[src/rtl/ifp_pkg.sv]
package ifp_pkg;

    // ==========================================================
    // Register map
    // ==========================================================
    // The offset printed for the flag register (008A) is not a multiple
    // of four, so both offsets (008A, 00A4) are kept as indices and the byte address is 4x.
    localparam logic [15:0] IFP_FLAGS_THREE_INDEX = 16'h008a;
    localparam logic [15:0] IFP_PRIORITY_ZERO_INDEX = 16'h00a4;
    localparam logic [17:0] IFP_FLAGS_THREE_ADDR =
        {IFP_FLAGS_THREE_INDEX, 2'b00};
    localparam logic [17:0] IFP_PRIORITY_ZERO_ADDR =
        {IFP_PRIORITY_ZERO_INDEX, 2'b00};

    // ==========================================================
    // Field layout
    // ==========================================================
    localparam int IFP_REG_WIDTH = 16;
    localparam int IFP_CALENDAR_BIT = 14;
    localparam int IFP_PRIO_WIDTH = 3;
    localparam int IFP_PRIO_COUNT = 4;
    localparam int IFP_PRIO_STRIDE = 4;
    localparam logic [15:0] IFP_PRIORITY_MASK = 16'h7777;
    localparam logic [15:0] IFP_PRIORITY_RESET = 16'h4444;
    localparam logic [2:0] IFP_PRIO_DISABLED = 3'h0;

endpackage : ifp_pkg

[src/rtl/ifp_interrupt_flag_priority.sv]
// Notes on behaviour
// - Calendar request sets flag bit 14 to one
// - Flag is software read/write, hardware set, resets zero
// - Other flag register bits read as zero
// - Four 3-bit priority fields at fixed positions
// - Priority code seven highest, zero disables source
// - Priority fields reset to four
//
// The APB slave port and the register offsets are this design's own decisions.
`timescale 1ns/1ps
`default_nettype none

module ifp_interrupt_flag_priority
(
    // Clock and reset.
    input wire logic pclk,
    input wire logic presetn,
    // APB slave.
    input wire logic psel,
    input wire logic penable,
    input wire logic pwrite,
    input wire logic [31:0] paddr,
    input wire logic [31:0] pwdata,
    input wire logic [3:0] pstrb,
    output logic [31:0] prdata,
    output logic pready,
    output logic pslverr,
    // Interrupt sources.
    input wire logic calendar_request,
    // Flag and priorities toward the core.
    output logic calendar_request_flag,
    output logic [2:0] timer_one_priority,
    output logic [2:0] compare_one_priority,
    output logic [2:0] capture_one_priority,
    output logic [2:0] external_zero_priority,
    output logic [3:0] source_enabled
);

    // ==========================================================
    // Bus decode
    // ==========================================================
    logic access;
    logic hit_flags;
    logic hit_prio;
    logic [15:0] lane_mask;
    logic [15:0] source_priority_zero;
    logic [15:0] next_priority;
    logic [15:0] read_value;

    assign access = psel && penable && pready;
    assign hit_flags = paddr[17:0] == ifp_pkg::IFP_FLAGS_THREE_ADDR
        && paddr[31:18] == 14'h0000;
    assign hit_prio = paddr[17:0] == ifp_pkg::IFP_PRIORITY_ZERO_ADDR
        && paddr[31:18] == 14'h0000;
    assign lane_mask = {{8{pstrb[1]}}, {8{pstrb[0]}}};

    // Zero-wait slave: pready is low in reset and high from the first edge after it, so every access ends at the
    // first access-phase edge.
    always_ff @(posedge pclk or negedge presetn)
    begin
        if (!presetn)
            pready <= 1'b0;
        else
            pready <= 1'b1;
    end

    // ==========================================================
    // Calendar request flag
    // ==========================================================
    // A request in the same cycle as a software clear wins, so no event
    // is lost.
    always_ff @(posedge pclk or negedge presetn)
    begin
        if (!presetn)
            calendar_request_flag <= 1'b0;
        else if (calendar_request)
            calendar_request_flag <= 1'b1;
        else if (access && pwrite && hit_flags && pstrb[1])
            calendar_request_flag <=
                pwdata[ifp_pkg::IFP_CALENDAR_BIT];
    end

    // ==========================================================
    // Priority register
    // ==========================================================
    assign next_priority = ((source_priority_zero & ~lane_mask)
        | (pwdata[15:0] & lane_mask)) & ifp_pkg::IFP_PRIORITY_MASK;

    always_ff @(posedge pclk or negedge presetn)
    begin
        if (!presetn)
            source_priority_zero <= ifp_pkg::IFP_PRIORITY_RESET;
        else if (access && pwrite && hit_prio)
            source_priority_zero <= next_priority;
    end

    // Field outputs are registered copies so each output is a flop.
    always_ff @(posedge pclk or negedge presetn)
    begin
        if (!presetn)
        begin
            timer_one_priority <= ifp_pkg::IFP_PRIORITY_RESET[14:12];
            compare_one_priority <= ifp_pkg::IFP_PRIORITY_RESET[10:8];
            capture_one_priority <= ifp_pkg::IFP_PRIORITY_RESET[6:4];
            external_zero_priority <= ifp_pkg::IFP_PRIORITY_RESET[2:0];
        end
        else
        begin
            timer_one_priority <= source_priority_zero[14:12];
            compare_one_priority <= source_priority_zero[10:8];
            capture_one_priority <= source_priority_zero[6:4];
            external_zero_priority <= source_priority_zero[2:0];
        end
    end

    // Bit i flags source i (0 external, 1 capture, 2 compare, 3 timer).
    genvar gi;
    generate
        for (gi = 0; gi < ifp_pkg::IFP_PRIO_COUNT; gi++)
        begin : g_enable
            always_ff @(posedge pclk or negedge presetn)
            begin
                if (!presetn)
                    source_enabled[gi] <= 1'b1;
                else
                    source_enabled[gi] <= source_priority_zero[
                        gi * ifp_pkg::IFP_PRIO_STRIDE +:
                        ifp_pkg::IFP_PRIO_WIDTH]
                        != ifp_pkg::IFP_PRIO_DISABLED;
            end
        end
    endgenerate

    // ==========================================================
    // Read path
    // ==========================================================
    always_comb
    begin
        read_value = 16'h0000;
        if (hit_flags)
            read_value[ifp_pkg::IFP_CALENDAR_BIT] =
                calendar_request_flag;
        else if (hit_prio)
            read_value = source_priority_zero;
    end

    always_ff @(posedge pclk or negedge presetn)
    begin
        if (!presetn)
        begin
            prdata <= 32'h00000000;
            pslverr <= 1'b0;
        end
        else
        begin
            prdata <= 32'h00000000;
            pslverr <= 1'b0;
            if (psel && !penable)
            begin
                prdata <= {16'h0000, read_value};
                pslverr <= !(hit_flags || hit_prio);
            end
        end
    end

endmodule : ifp_interrupt_flag_priority

`default_nettype wire

[config.mk]
export PLATFORM = sky130hd
export DESIGN_NAME = ifp_interrupt_flag_priority
export DESIGN_NICKNAME = d
export VERILOG_FILES = /design/src/rtl/ifp_pkg.sv /design/src/rtl/ifp_interrupt_flag_priority.sv
export SDC_FILE = /design/constraint.sdc
export NUM_CORES = 1
export LEC_CHECK = 0
export ABC_AREA = 1
export BUFFER_PORTS_ARGS = -buffer_cell sky130_fd_sc_hd__buf_2
export CAP_MARGIN = 20
export CORE_MARGIN = 1.5
export CORE_UTILIZATION = 45
export DETAILED_ROUTE_END_ITERATION = 12
export GPL_TIMING_DRIVEN = 0
export PLACE_DENSITY = 0.85
export SLEW_MARGIN = 20
export SYNTH_ARGS = -nofsm -noshare
export SYNTH_HDL_FRONTEND = slang
export SYNTH_SLANG_ARGS = --single-unit
[constraint.sdc]
create_clock -name pclk -period 2.02 [get_ports pclk]
set_input_delay 0.303 -clock pclk [delete_from_list [all_inputs] [get_ports pclk]]
set_output_delay 0.303 -clock pclk [all_outputs]
set_load 0.01 [all_outputs]
=== Word level (Yosys, flattened, before mapping) ===
Index checks and enable logic that the tools add are counted.

* Register bits: 46
* RAM bits: 0
* Word-level logic and storage cells: 44
* Bits in latches: 0
* Bits in read-only memories: 0
* Memories kept: 0
* Output and inout port bits: 51

* Div/mod/pow operators: 0
* Shift-type cells: 0
* Mux-type cells: 7
* Eq/ne operators: 2
* Reductions and logical operators: 18
* Order comparisons: 0
* Bitwise gates (word level): 4
* $add $sub $neg: 0
* Multipliers: 0

{| class="wikitable"
|+ Operators by type and width
! cell !! count
|-
| equality test 18 x 10 -> 1 bit (second input constant) || 2
|-
| bitwise AND 15 bit || 2
|-
| 2-to-1 mux 15 bit || 2
|-
| NOT 15 bit || 1
|-
| OR 15 bit || 1
|-
| zero test 14 bit || 1
|-
| 2-to-1 mux 14 bit || 1
|-
| nonzero test 3 bit || 4
|-
| logical AND 1 bit || 9
|-
| 2-to-1 mux 1 bit || 4
|-
| zero test 1 bit || 2
|-
| nonzero test 2 bit || 1
|-
| logical OR 1 bit || 1
|}

=== Longest topological paths before layout ===
Gate-level depths: netlist of run 1.

* Depth after elaboration: 7
* Mapped depth: 11

=== Worst setup path after synthesis of run 1 ===
OpenSTA, ideal clock, no wires.

* Path type: input-to-reg
* Start: input port paddr[0]
* End: register with a tool-made name
* Required time: 1.903 ns
* Arrival time: 1.115 ns
* Cell stages on the path: 11
* Path slack: 0.789 ns
* Cells stage by stage: inv_1 nand2_2 nor2_8 nand3_2 nor2_2 nand2_2 inv_2 buf_6 nand2_4 nand2_1 nand2_1

{| class="wikitable"
|+ RTL lines
! element !! line !! RTL
|-
| from (decl) || ifp_interrupt_flag_priority.sv:22 || <nowiki>input wire logic [31:0] paddr,</nowiki>
|}

==> summary.txt, run 1 <==
FINISH
----------------------------------------------------------------------------------------
Multi-input logic area ....................................................    615.6 µm²
Number of filler cells placed in the layout ...............................          329
Final nets ................................................................          385
Antenna diodes ............................................................            0
FF/Latch Area ............................................................. 0.001091 mm²
Proportion of layout cells with a drive suffix above 1 ....................       44.55%
Final Instance Count excl. Fillers ........................................          362
Area Overhead vs Synth ....................................................       34.62%

CTS
----------------------------------------------------------------------------------------
Clock slew seen by the registers of the worst setup and hold paths ........        80 ps
Setup Fix Bufs, Post-CTS ..................................................            0
Insertion delay of the later-clocked pin in the worst-skew pair ...........       300 ps
Number of gates resized after CTS .........................................            0
CTS H-Tree Depth ..........................................................            2
Deepest clock path buffer count ...........................................            2
Clock tree root buffer cell ...............................................     clkbuf_8
TritonCTS clock tree ......................................................         done
CTS Sinks .................................................................           43
Post-CTS Hold Buffers .....................................................            0
Clock buffer count from CTS ...............................................            5

SETUP PATH
----------------------------------------------------------------------------------------
Count of buffer and inverter cells on the critical path ...................            1
Highest fanout seen on the critical path ..................................            6
Crit path max-delay cell type .............................................      dfrtp_1
Cells traversed along the worst timing path ............................... nand4_1, nor2_2, inv_2, nor2_2, nand2_1, nand2_1
Critical Path AT ..........................................................      1530 ps
Crit-path max cell delay ..................................................       370 ps
Logic depth of the worst register-to-register path ........................            6
Crit path required time ...................................................      2250 ps
Critical path start-end classification .................................... flop to flop
Endpoint type of the worst setup path .....................................         flop
Cell family with most CP delay ............................................ simple AND/OR/NAND/NOR gates
Critical Path Start Type ..................................................         flop
Worst flop-to-flop path startpoint ........................................       pready
Register-to-register setup slack ..........................................       720 ps

ROUTE
----------------------------------------------------------------------------------------
Vias per std cell .........................................................        4.309
Via count .................................................................         1560
Number of search-and-repair iterations in the first detailed-routing pass .            4
Number of nets with antenna violations after detailed routing .............            0
Number of DRC markers after the initial detailed-route iteration ..........           77
Routed wire length per instance ...........................................     9.956 µm
Total detailed-routing wirelength .........................................     3.604 mm
DRC violations left .......................................................            0

DIE
----------------------------------------------------------------------------------------
DIE WIDTH .................................................................     67.63 µm
Height of the die .........................................................     67.63 µm
Number of placed I/O pins .................................................          125
Placeable core area ....................................................... 0.004000 mm²
Count of standard-cell rows ...............................................           23
Die area .................................................................. 0.004573 mm²
Effective utilization at floorplan ........................................       46.98%

GRT
----------------------------------------------------------------------------------------
Aggregate global-route resource usage .....................................       16.73%
Total congestion overflow .................................................            0
Antenna violations before repair ..........................................            0
Vias in the first global route ............................................         1362
Wire length of the first global-routing pass ..............................     5.492 mm
Largest net degree at the start of global routing .........................           44

SYNTHESIS
----------------------------------------------------------------------------------------
Seq/Total Area, Yosys .....................................................       58.06%
Synth Warn # ..............................................................            0
Mapped cell area .......................................................... 0.001879 mm²
Count of mapped cells out of synthesis ....................................          203
Syn_area_per_cell .........................................................    9.258 µm²
Synthesis-stage register bit count ........................................           43
Fraction of post-synthesis cell area in the top cell type by area .........       41.28%
Largest cells by area after synthesis ..................................... dfrtp_1, dfstp_2, nand2_1, buf_4, nor2_1
Yosys top cell by area ....................................................      dfrtp_1
Number of distinct standard cells referenced by the synthesized netlist ...           18

STA
----------------------------------------------------------------------------------------
Transition time at the pin with the least slew margin .....................     861.6 ps
Final hold violation count ................................................            0
RSZ-0062 raised after global routing ......................................        false
Setup slack after layout ..................................................     723.6 ps
Final TNS setup ...........................................................         0 ps
Clock Skew ................................................................     6.369 ps
Slew Limit Headroom .......................................................       42.56%
Number of max-slew violations in the final report .........................            0
Fmax ......................................................................    771.4 MHz
Period utilization ........................................................       64.18%
Number of setup violations in the final report ............................            0
Shortest period the worst path allows .....................................      1296 ps

PLACEMENT
----------------------------------------------------------------------------------------
Instance count after placement with tap cells included ....................          354
Placer Congestion .........................................................       0.7808
HPWL after detailed placement .............................................     2.877 mm
Port Buffers ..............................................................           82
Worst Setup Slack post-DPL ................................................     508.9 ps

PWR
----------------------------------------------------------------------------------------
PD cells .................................................................. 654.4 mW/mm²
Worst vdd rail ir drop ....................................................  0.0003108 V
Pleak .....................................................................  0.001530 µW

JOB
----------------------------------------------------------------------------------------
Max-capacitance violation count ...........................................            0

OUTCOME
----------------------------------------------------------------------------------------
Run status ................................................................ finished, final reports clean

HOLD PATH
----------------------------------------------------------------------------------------
Path type of the worst min-delay path ..................................... input pin to asynchronous set/reset pin

==> placed cells by master, fill, tap and decap left out, types with 3 or more instances in the layout <==
cell,n
buf_2,82
buf_4,22
clkbuf_8,5
conb_1,21
dfrtp_1,31
dfstp_2,12
inv_1,14
inv_2,4
nand2_1,54
nand2_4,3
nand3_1,11
nand4_1,4
nor2_1,31
nor2_2,5
or3_1,4
==> cell families after synthesis <==
group,after synthesis,synth area share (%)
AOI/OAI and AO/OA,1,0.2661
buffers and inverters,41,12.98
DFF,43,58.06
other,2,0.3996
and+or+nand+nor,116,28.29
==> routing by layer <==
layer / vias to the layer above / wire, µm / track usage (%)
met1: 696 / 1358 / 16.81
met5: - / 0 / 0
met2: 67 / 1843 / 30.27
met3: 4 / 351 / 6.167
met4: 0 / 50 / 7.908
li1: 793 / - / -
==> power by group <==
part / internal (µW) / leakage, µW / total, µW / switching, µW
clock network: 370 / 0.0000524 / 643 / 273
logic: 71.9 / 0.000930 / 148 / 76.3
registers: 864 / 0.000548 / 865 / 0.935
total: 1310 / 0.00153 / 1660 / 351
==> worst max path at each step <==
stage | start | cells past startpoint | slack (ps) | endpoint
2_1_floorplan | paddr[0] | 11 | 790 | flop
6_report | pready | 6 | 720 | flop
3_5_place_dp | paddr[13] | 10 | 510 | prdata[12]
5_1_grt | pready | 6 | 620 | flop
4_1_cts | pready | 6 | 710 | flop
3_3_place_gp | paddr[13] | 10 | 590 | prdata[10]
==> area by class of cell <==
type / count / area share (%)
Buffer: 23 / 6.973
Clock inverter: 1 / 1.187
Clock buffer: 7 / 3.017
Multi-Input combinational cell: 138 / 24.33
Tap cell: 50 / 2.473
Timing Repair Buffer: 82 / 16.22
Inverter: 18 / 2.671
Sequential cell: 43 / 43.13
==> through the flow <==
| step | area [µm²] | utilization [%] | hold slack, ps | power (µW) |
|---|---|---|---|---|
| 2_1_floorplan | 1951 | - | 7.409 | 956.6 |
| 3_3_place_gp | 2424 | 60.59 | 373.6 | 1026 |
| 3_5_place_dp | 2424 | 60.59 | 375.9 | 1028 |
| 4_1_cts | 2530 | 63.25 | 146.3 | 1666 |
| 5_1_grt | 2530 | 63.25 | 200.9 | 1716 |
| 6_report | 2530 | 63.25 | 118.6 | 1656 |
==> synth_stat cells (all sizes together) <==
master and number:
inv 18, nor2 37, a21oi 1, nand2 59, dfstp 12, conb 2
or3 4, dfrtp 31, nand3 12, nand4 4, buf 23
No activity file was read; power rests on OpenSTA's default activity.
==> run 2: changes to the inputs <==
--- a/config.mk
+++ b/config.mk
@@ -9,10 +9,10 @@
 export BUFFER_PORTS_ARGS = -buffer_cell sky130_fd_sc_hd__buf_2
 export CAP_MARGIN = 20
 export CORE_MARGIN = 1.5
-export CORE_UTILIZATION = 45
+export CORE_UTILIZATION = 41
 export DETAILED_ROUTE_END_ITERATION = 12
 export GPL_TIMING_DRIVEN = 0
-export PLACE_DENSITY = 0.85
+export PLACE_DENSITY = 0.79
 export SLEW_MARGIN = 20
 export SYNTH_ARGS = -nofsm -noshare
 export SYNTH_HDL_FRONTEND = slang
==> constraint.sdc (replaced) <==
create_clock -name pclk -period 1.2 [get_ports pclk]
set_input_delay 0.18 -clock pclk [delete_from_list [all_inputs] [get_ports pclk]]
set_output_delay 0.18 -clock pclk [all_outputs]
set_load 0.01 [all_outputs]
==> summary.txt, run 2 (synthesis gave the netlist of run 1 again) <==
SETUP PATH
----------------------------------------------------------------------------------------
Crit path max-delay cell type .............................................      dfrtp_1   unchanged
Endpoint type of the worst setup path .....................................         flop   unchanged
Register-to-register setup slack ..........................................        30 ps   was 720 ps
Critical Path AT ..........................................................      1350 ps   was 1530 ps
Highest fanout seen on the critical path ..................................            3   was 6
Endpoint of the worst-slack reg-to-reg timing path ........................ calendar_request_flag
Worst flop-to-flop path startpoint ........................................       pready   unchanged
Critical path start-end classification .................................... flop to flop   unchanged
Logic depth of the worst register-to-register path ........................            6   unchanged
Crit-path max cell delay ..................................................       350 ps   was 370 ps
Crit path required time ...................................................      1380 ps   was 2250 ps
Cells traversed along the worst timing path ............................... nand4_1, nor2_4, buf_6, nand3_2, nand2_1, nand3_1   was nand4_1, nor2_2, inv_2, nor2_2, nand2_1, nand2_1
Critical Path Start Type ..................................................         flop   unchanged

ROUTE
----------------------------------------------------------------------------------------
Number of search-and-repair iterations in the first detailed-routing pass .            4   unchanged
Routed wire length per instance ...........................................     10.19 µm   was 9.956 µm
Vias per std cell .........................................................        4.224   was 4.309
Total detailed-routing wirelength .........................................     3.729 mm   was 3.604 mm
Number of DRC markers after the initial detailed-route iteration ..........           78   was 77
Number of nets with antenna violations after detailed routing .............            0   unchanged
DRC violations left .......................................................            0   unchanged
Via count .................................................................         1546   was 1560

GRT
----------------------------------------------------------------------------------------
Wire length of the first global-routing pass ..............................     6.065 mm   was 5.492 mm
Antenna violations before repair ..........................................            0   unchanged
Largest net degree at the start of global routing .........................           44   unchanged
Aggregate global-route resource usage .....................................       15.33%   was 16.73%
Total congestion overflow .................................................            0   unchanged
Vias in the first global route ............................................         1512   was 1362

OUTCOME
----------------------------------------------------------------------------------------
Run status ................................................................ finished, final reports clean   unchanged

FINISH
----------------------------------------------------------------------------------------
Area Overhead vs Synth ....................................................       37.88%   was 34.62%
Final nets ................................................................          387   was 385
Final core utilization ....................................................       59.10%   was 63.25%
Multi-input logic area ....................................................    645.6 µm²   was 615.6 µm²
FF/Latch Area ............................................................. 0.001091 mm²   unchanged
Final Instance Count excl. Fillers ........................................          366   was 362
Commonest non-fill, non-tap cell in the layout ............................        buf_2   unchanged
Antenna diodes ............................................................            0   unchanged
Proportion of layout cells with a drive suffix above 1 ....................       46.50%   was 44.55%
Top library cells by usage in the layout, fill and taps aside ............. buf_2, nand2_1, nor2_1, dfrtp_1, buf_4   unchanged
Number of filler cells placed in the layout ...............................          383   was 329

JOB
----------------------------------------------------------------------------------------
Max-capacitance violation count ...........................................            0   unchanged

PLACEMENT
----------------------------------------------------------------------------------------
HPWL after detailed placement .............................................     2.897 mm   was 2.877 mm
Port Buffers ..............................................................           82   unchanged
Instance count after placement with tap cells included ....................          356   was 354
Placer Congestion .........................................................       0.8491   was 0.7808

STA
----------------------------------------------------------------------------------------
RSZ-0062 raised after global routing ......................................         true   was false
Final hold violation count ................................................            0   unchanged
Period utilization ........................................................       97.52%   was 64.18%
Number of max-slew violations in the final report .........................            0   unchanged
Fmax ......................................................................    854.5 MHz   was 771.4 MHz
Clock Skew ................................................................     3.562 ps   was 6.369 ps
Number of setup violations in the final report ............................            0   unchanged
Shortest period the worst path allows .....................................      1170 ps   was 1296 ps
Smallest hold slack .......................................................     10.24 ps   was 118.6 ps
Transition time at the pin with the least slew margin .....................     890.6 ps   was 861.6 ps
Slew Limit Headroom .......................................................       40.63%   was 42.56%

CTS
----------------------------------------------------------------------------------------
Insertion delay of the later-clocked pin in the worst-skew pair ...........       290 ps   was 300 ps
Clock buffer count from CTS ...............................................            5   unchanged
Deepest clock path buffer count ...........................................            2   unchanged
Clock tree root buffer cell ...............................................     clkbuf_8   unchanged
CTS Sinks .................................................................           43   unchanged
CTS H-Tree Depth ..........................................................            2   unchanged
Clock slew seen by the registers of the worst setup and hold paths ........        80 ps   about the same
TritonCTS clock tree ......................................................         done   unchanged

DIE
----------------------------------------------------------------------------------------
Number of placed I/O pins .................................................          125   unchanged
Die area .................................................................. 0.004998 mm²   was 0.004573 mm²
Height of the die .........................................................     70.70 µm   was 67.63 µm
DIE WIDTH .................................................................     70.70 µm   was 67.63 µm
Effective utilization at floorplan ........................................       42.87%   was 46.98%
Placeable core area ....................................................... 0.004384 mm²   was 0.004000 mm²
Count of standard-cell rows ...............................................           24   was 23

PWR
----------------------------------------------------------------------------------------
Worst vdd rail ir drop ....................................................  0.0003860 V   was 0.0003108 V
PD cells ..................................................................  1084 mW/mm²   was 654.4 mW/mm²
Pleak .....................................................................  0.001550 µW   was 0.001530 µW

HOLD PATH
----------------------------------------------------------------------------------------
Path type of the worst min-delay path ..................................... input pin to asynchronous set/reset pin   unchanged

run 2: worst max path at each step:
stage / from / endpoint / slack, ps / cells after the start
6_report: pready / calendar_request_flag / 30 / 6
5_1_grt: pready / calendar_request_flag / -60 / 6
4_1_cts: pready / flop / -30 / 5
3_5_place_dp: paddr[15] / prdata[6] / -190 / 10
3_3_place_gp: paddr[15] / prdata[6] / -120 / 10
2_1_floorplan: pready / flop / 50 / 6
run 2: timing repair:
action	CTS	global route
cloned	0	0
buffers inserted	1	1
hold buffers	0	0
setup endpoints to repair	6	23
pin swaps	1	7
resized for setup	2	7
run 2: metrics by stage:
| step | worst slack [ps] | instance area, µm² | TNS, ps | power, µW |
|---|---|---|---|---|
| finish | 29.76 | 2591 | 0 | 2808 |
| global route | -56.85 | 2591 | -401.4 | 2914 |
| CTS | -25.18 | 2556 | -72.62 | 2825 |
| detailed placement | -188.4 | 2426 | -3255 | 1732 |
| global placement | -119.5 | 2426 | -2272 | 1729 |
| floorplan | 46.06 | 1951 | 0 | 1610 |
run 2: worst max-delay path: cells and delay by family (launching register included):
kind                   cells  cell delay [ps]
AND/OR/NAND/NOR            5              570
flip-flops                 1              350
buffers and inverters      1              130
run 2: report_power, final:
part           internal (µW)  switching, µW  total [µW]
clock network            619            474        1090
logic                    126            135         261
registers               1450           1.20        1450
total                   2200            610        2810
run 2: final cells by class:
type / instances / share of cell area (%)
sequential: 43 / 42.11
multi-input combinational: 138 / 24.92
timing repair buffer: 84 / 16.56
buffer: 23 / 6.953
clock buffer: 5 / 2.656
inverter: 18 / 2.607
tap: 52 / 2.511
clock inverter: 3 / 1.690
run 2: layer usage:
layer,vias to the layer above,global-route usage [%],share of wire (%)
li1,798,-,-
met1,666,17.13,40
met2,72,26.48,48
met3,10,4.558,10
met4,0,7.757,2.6
met5,-,0,0
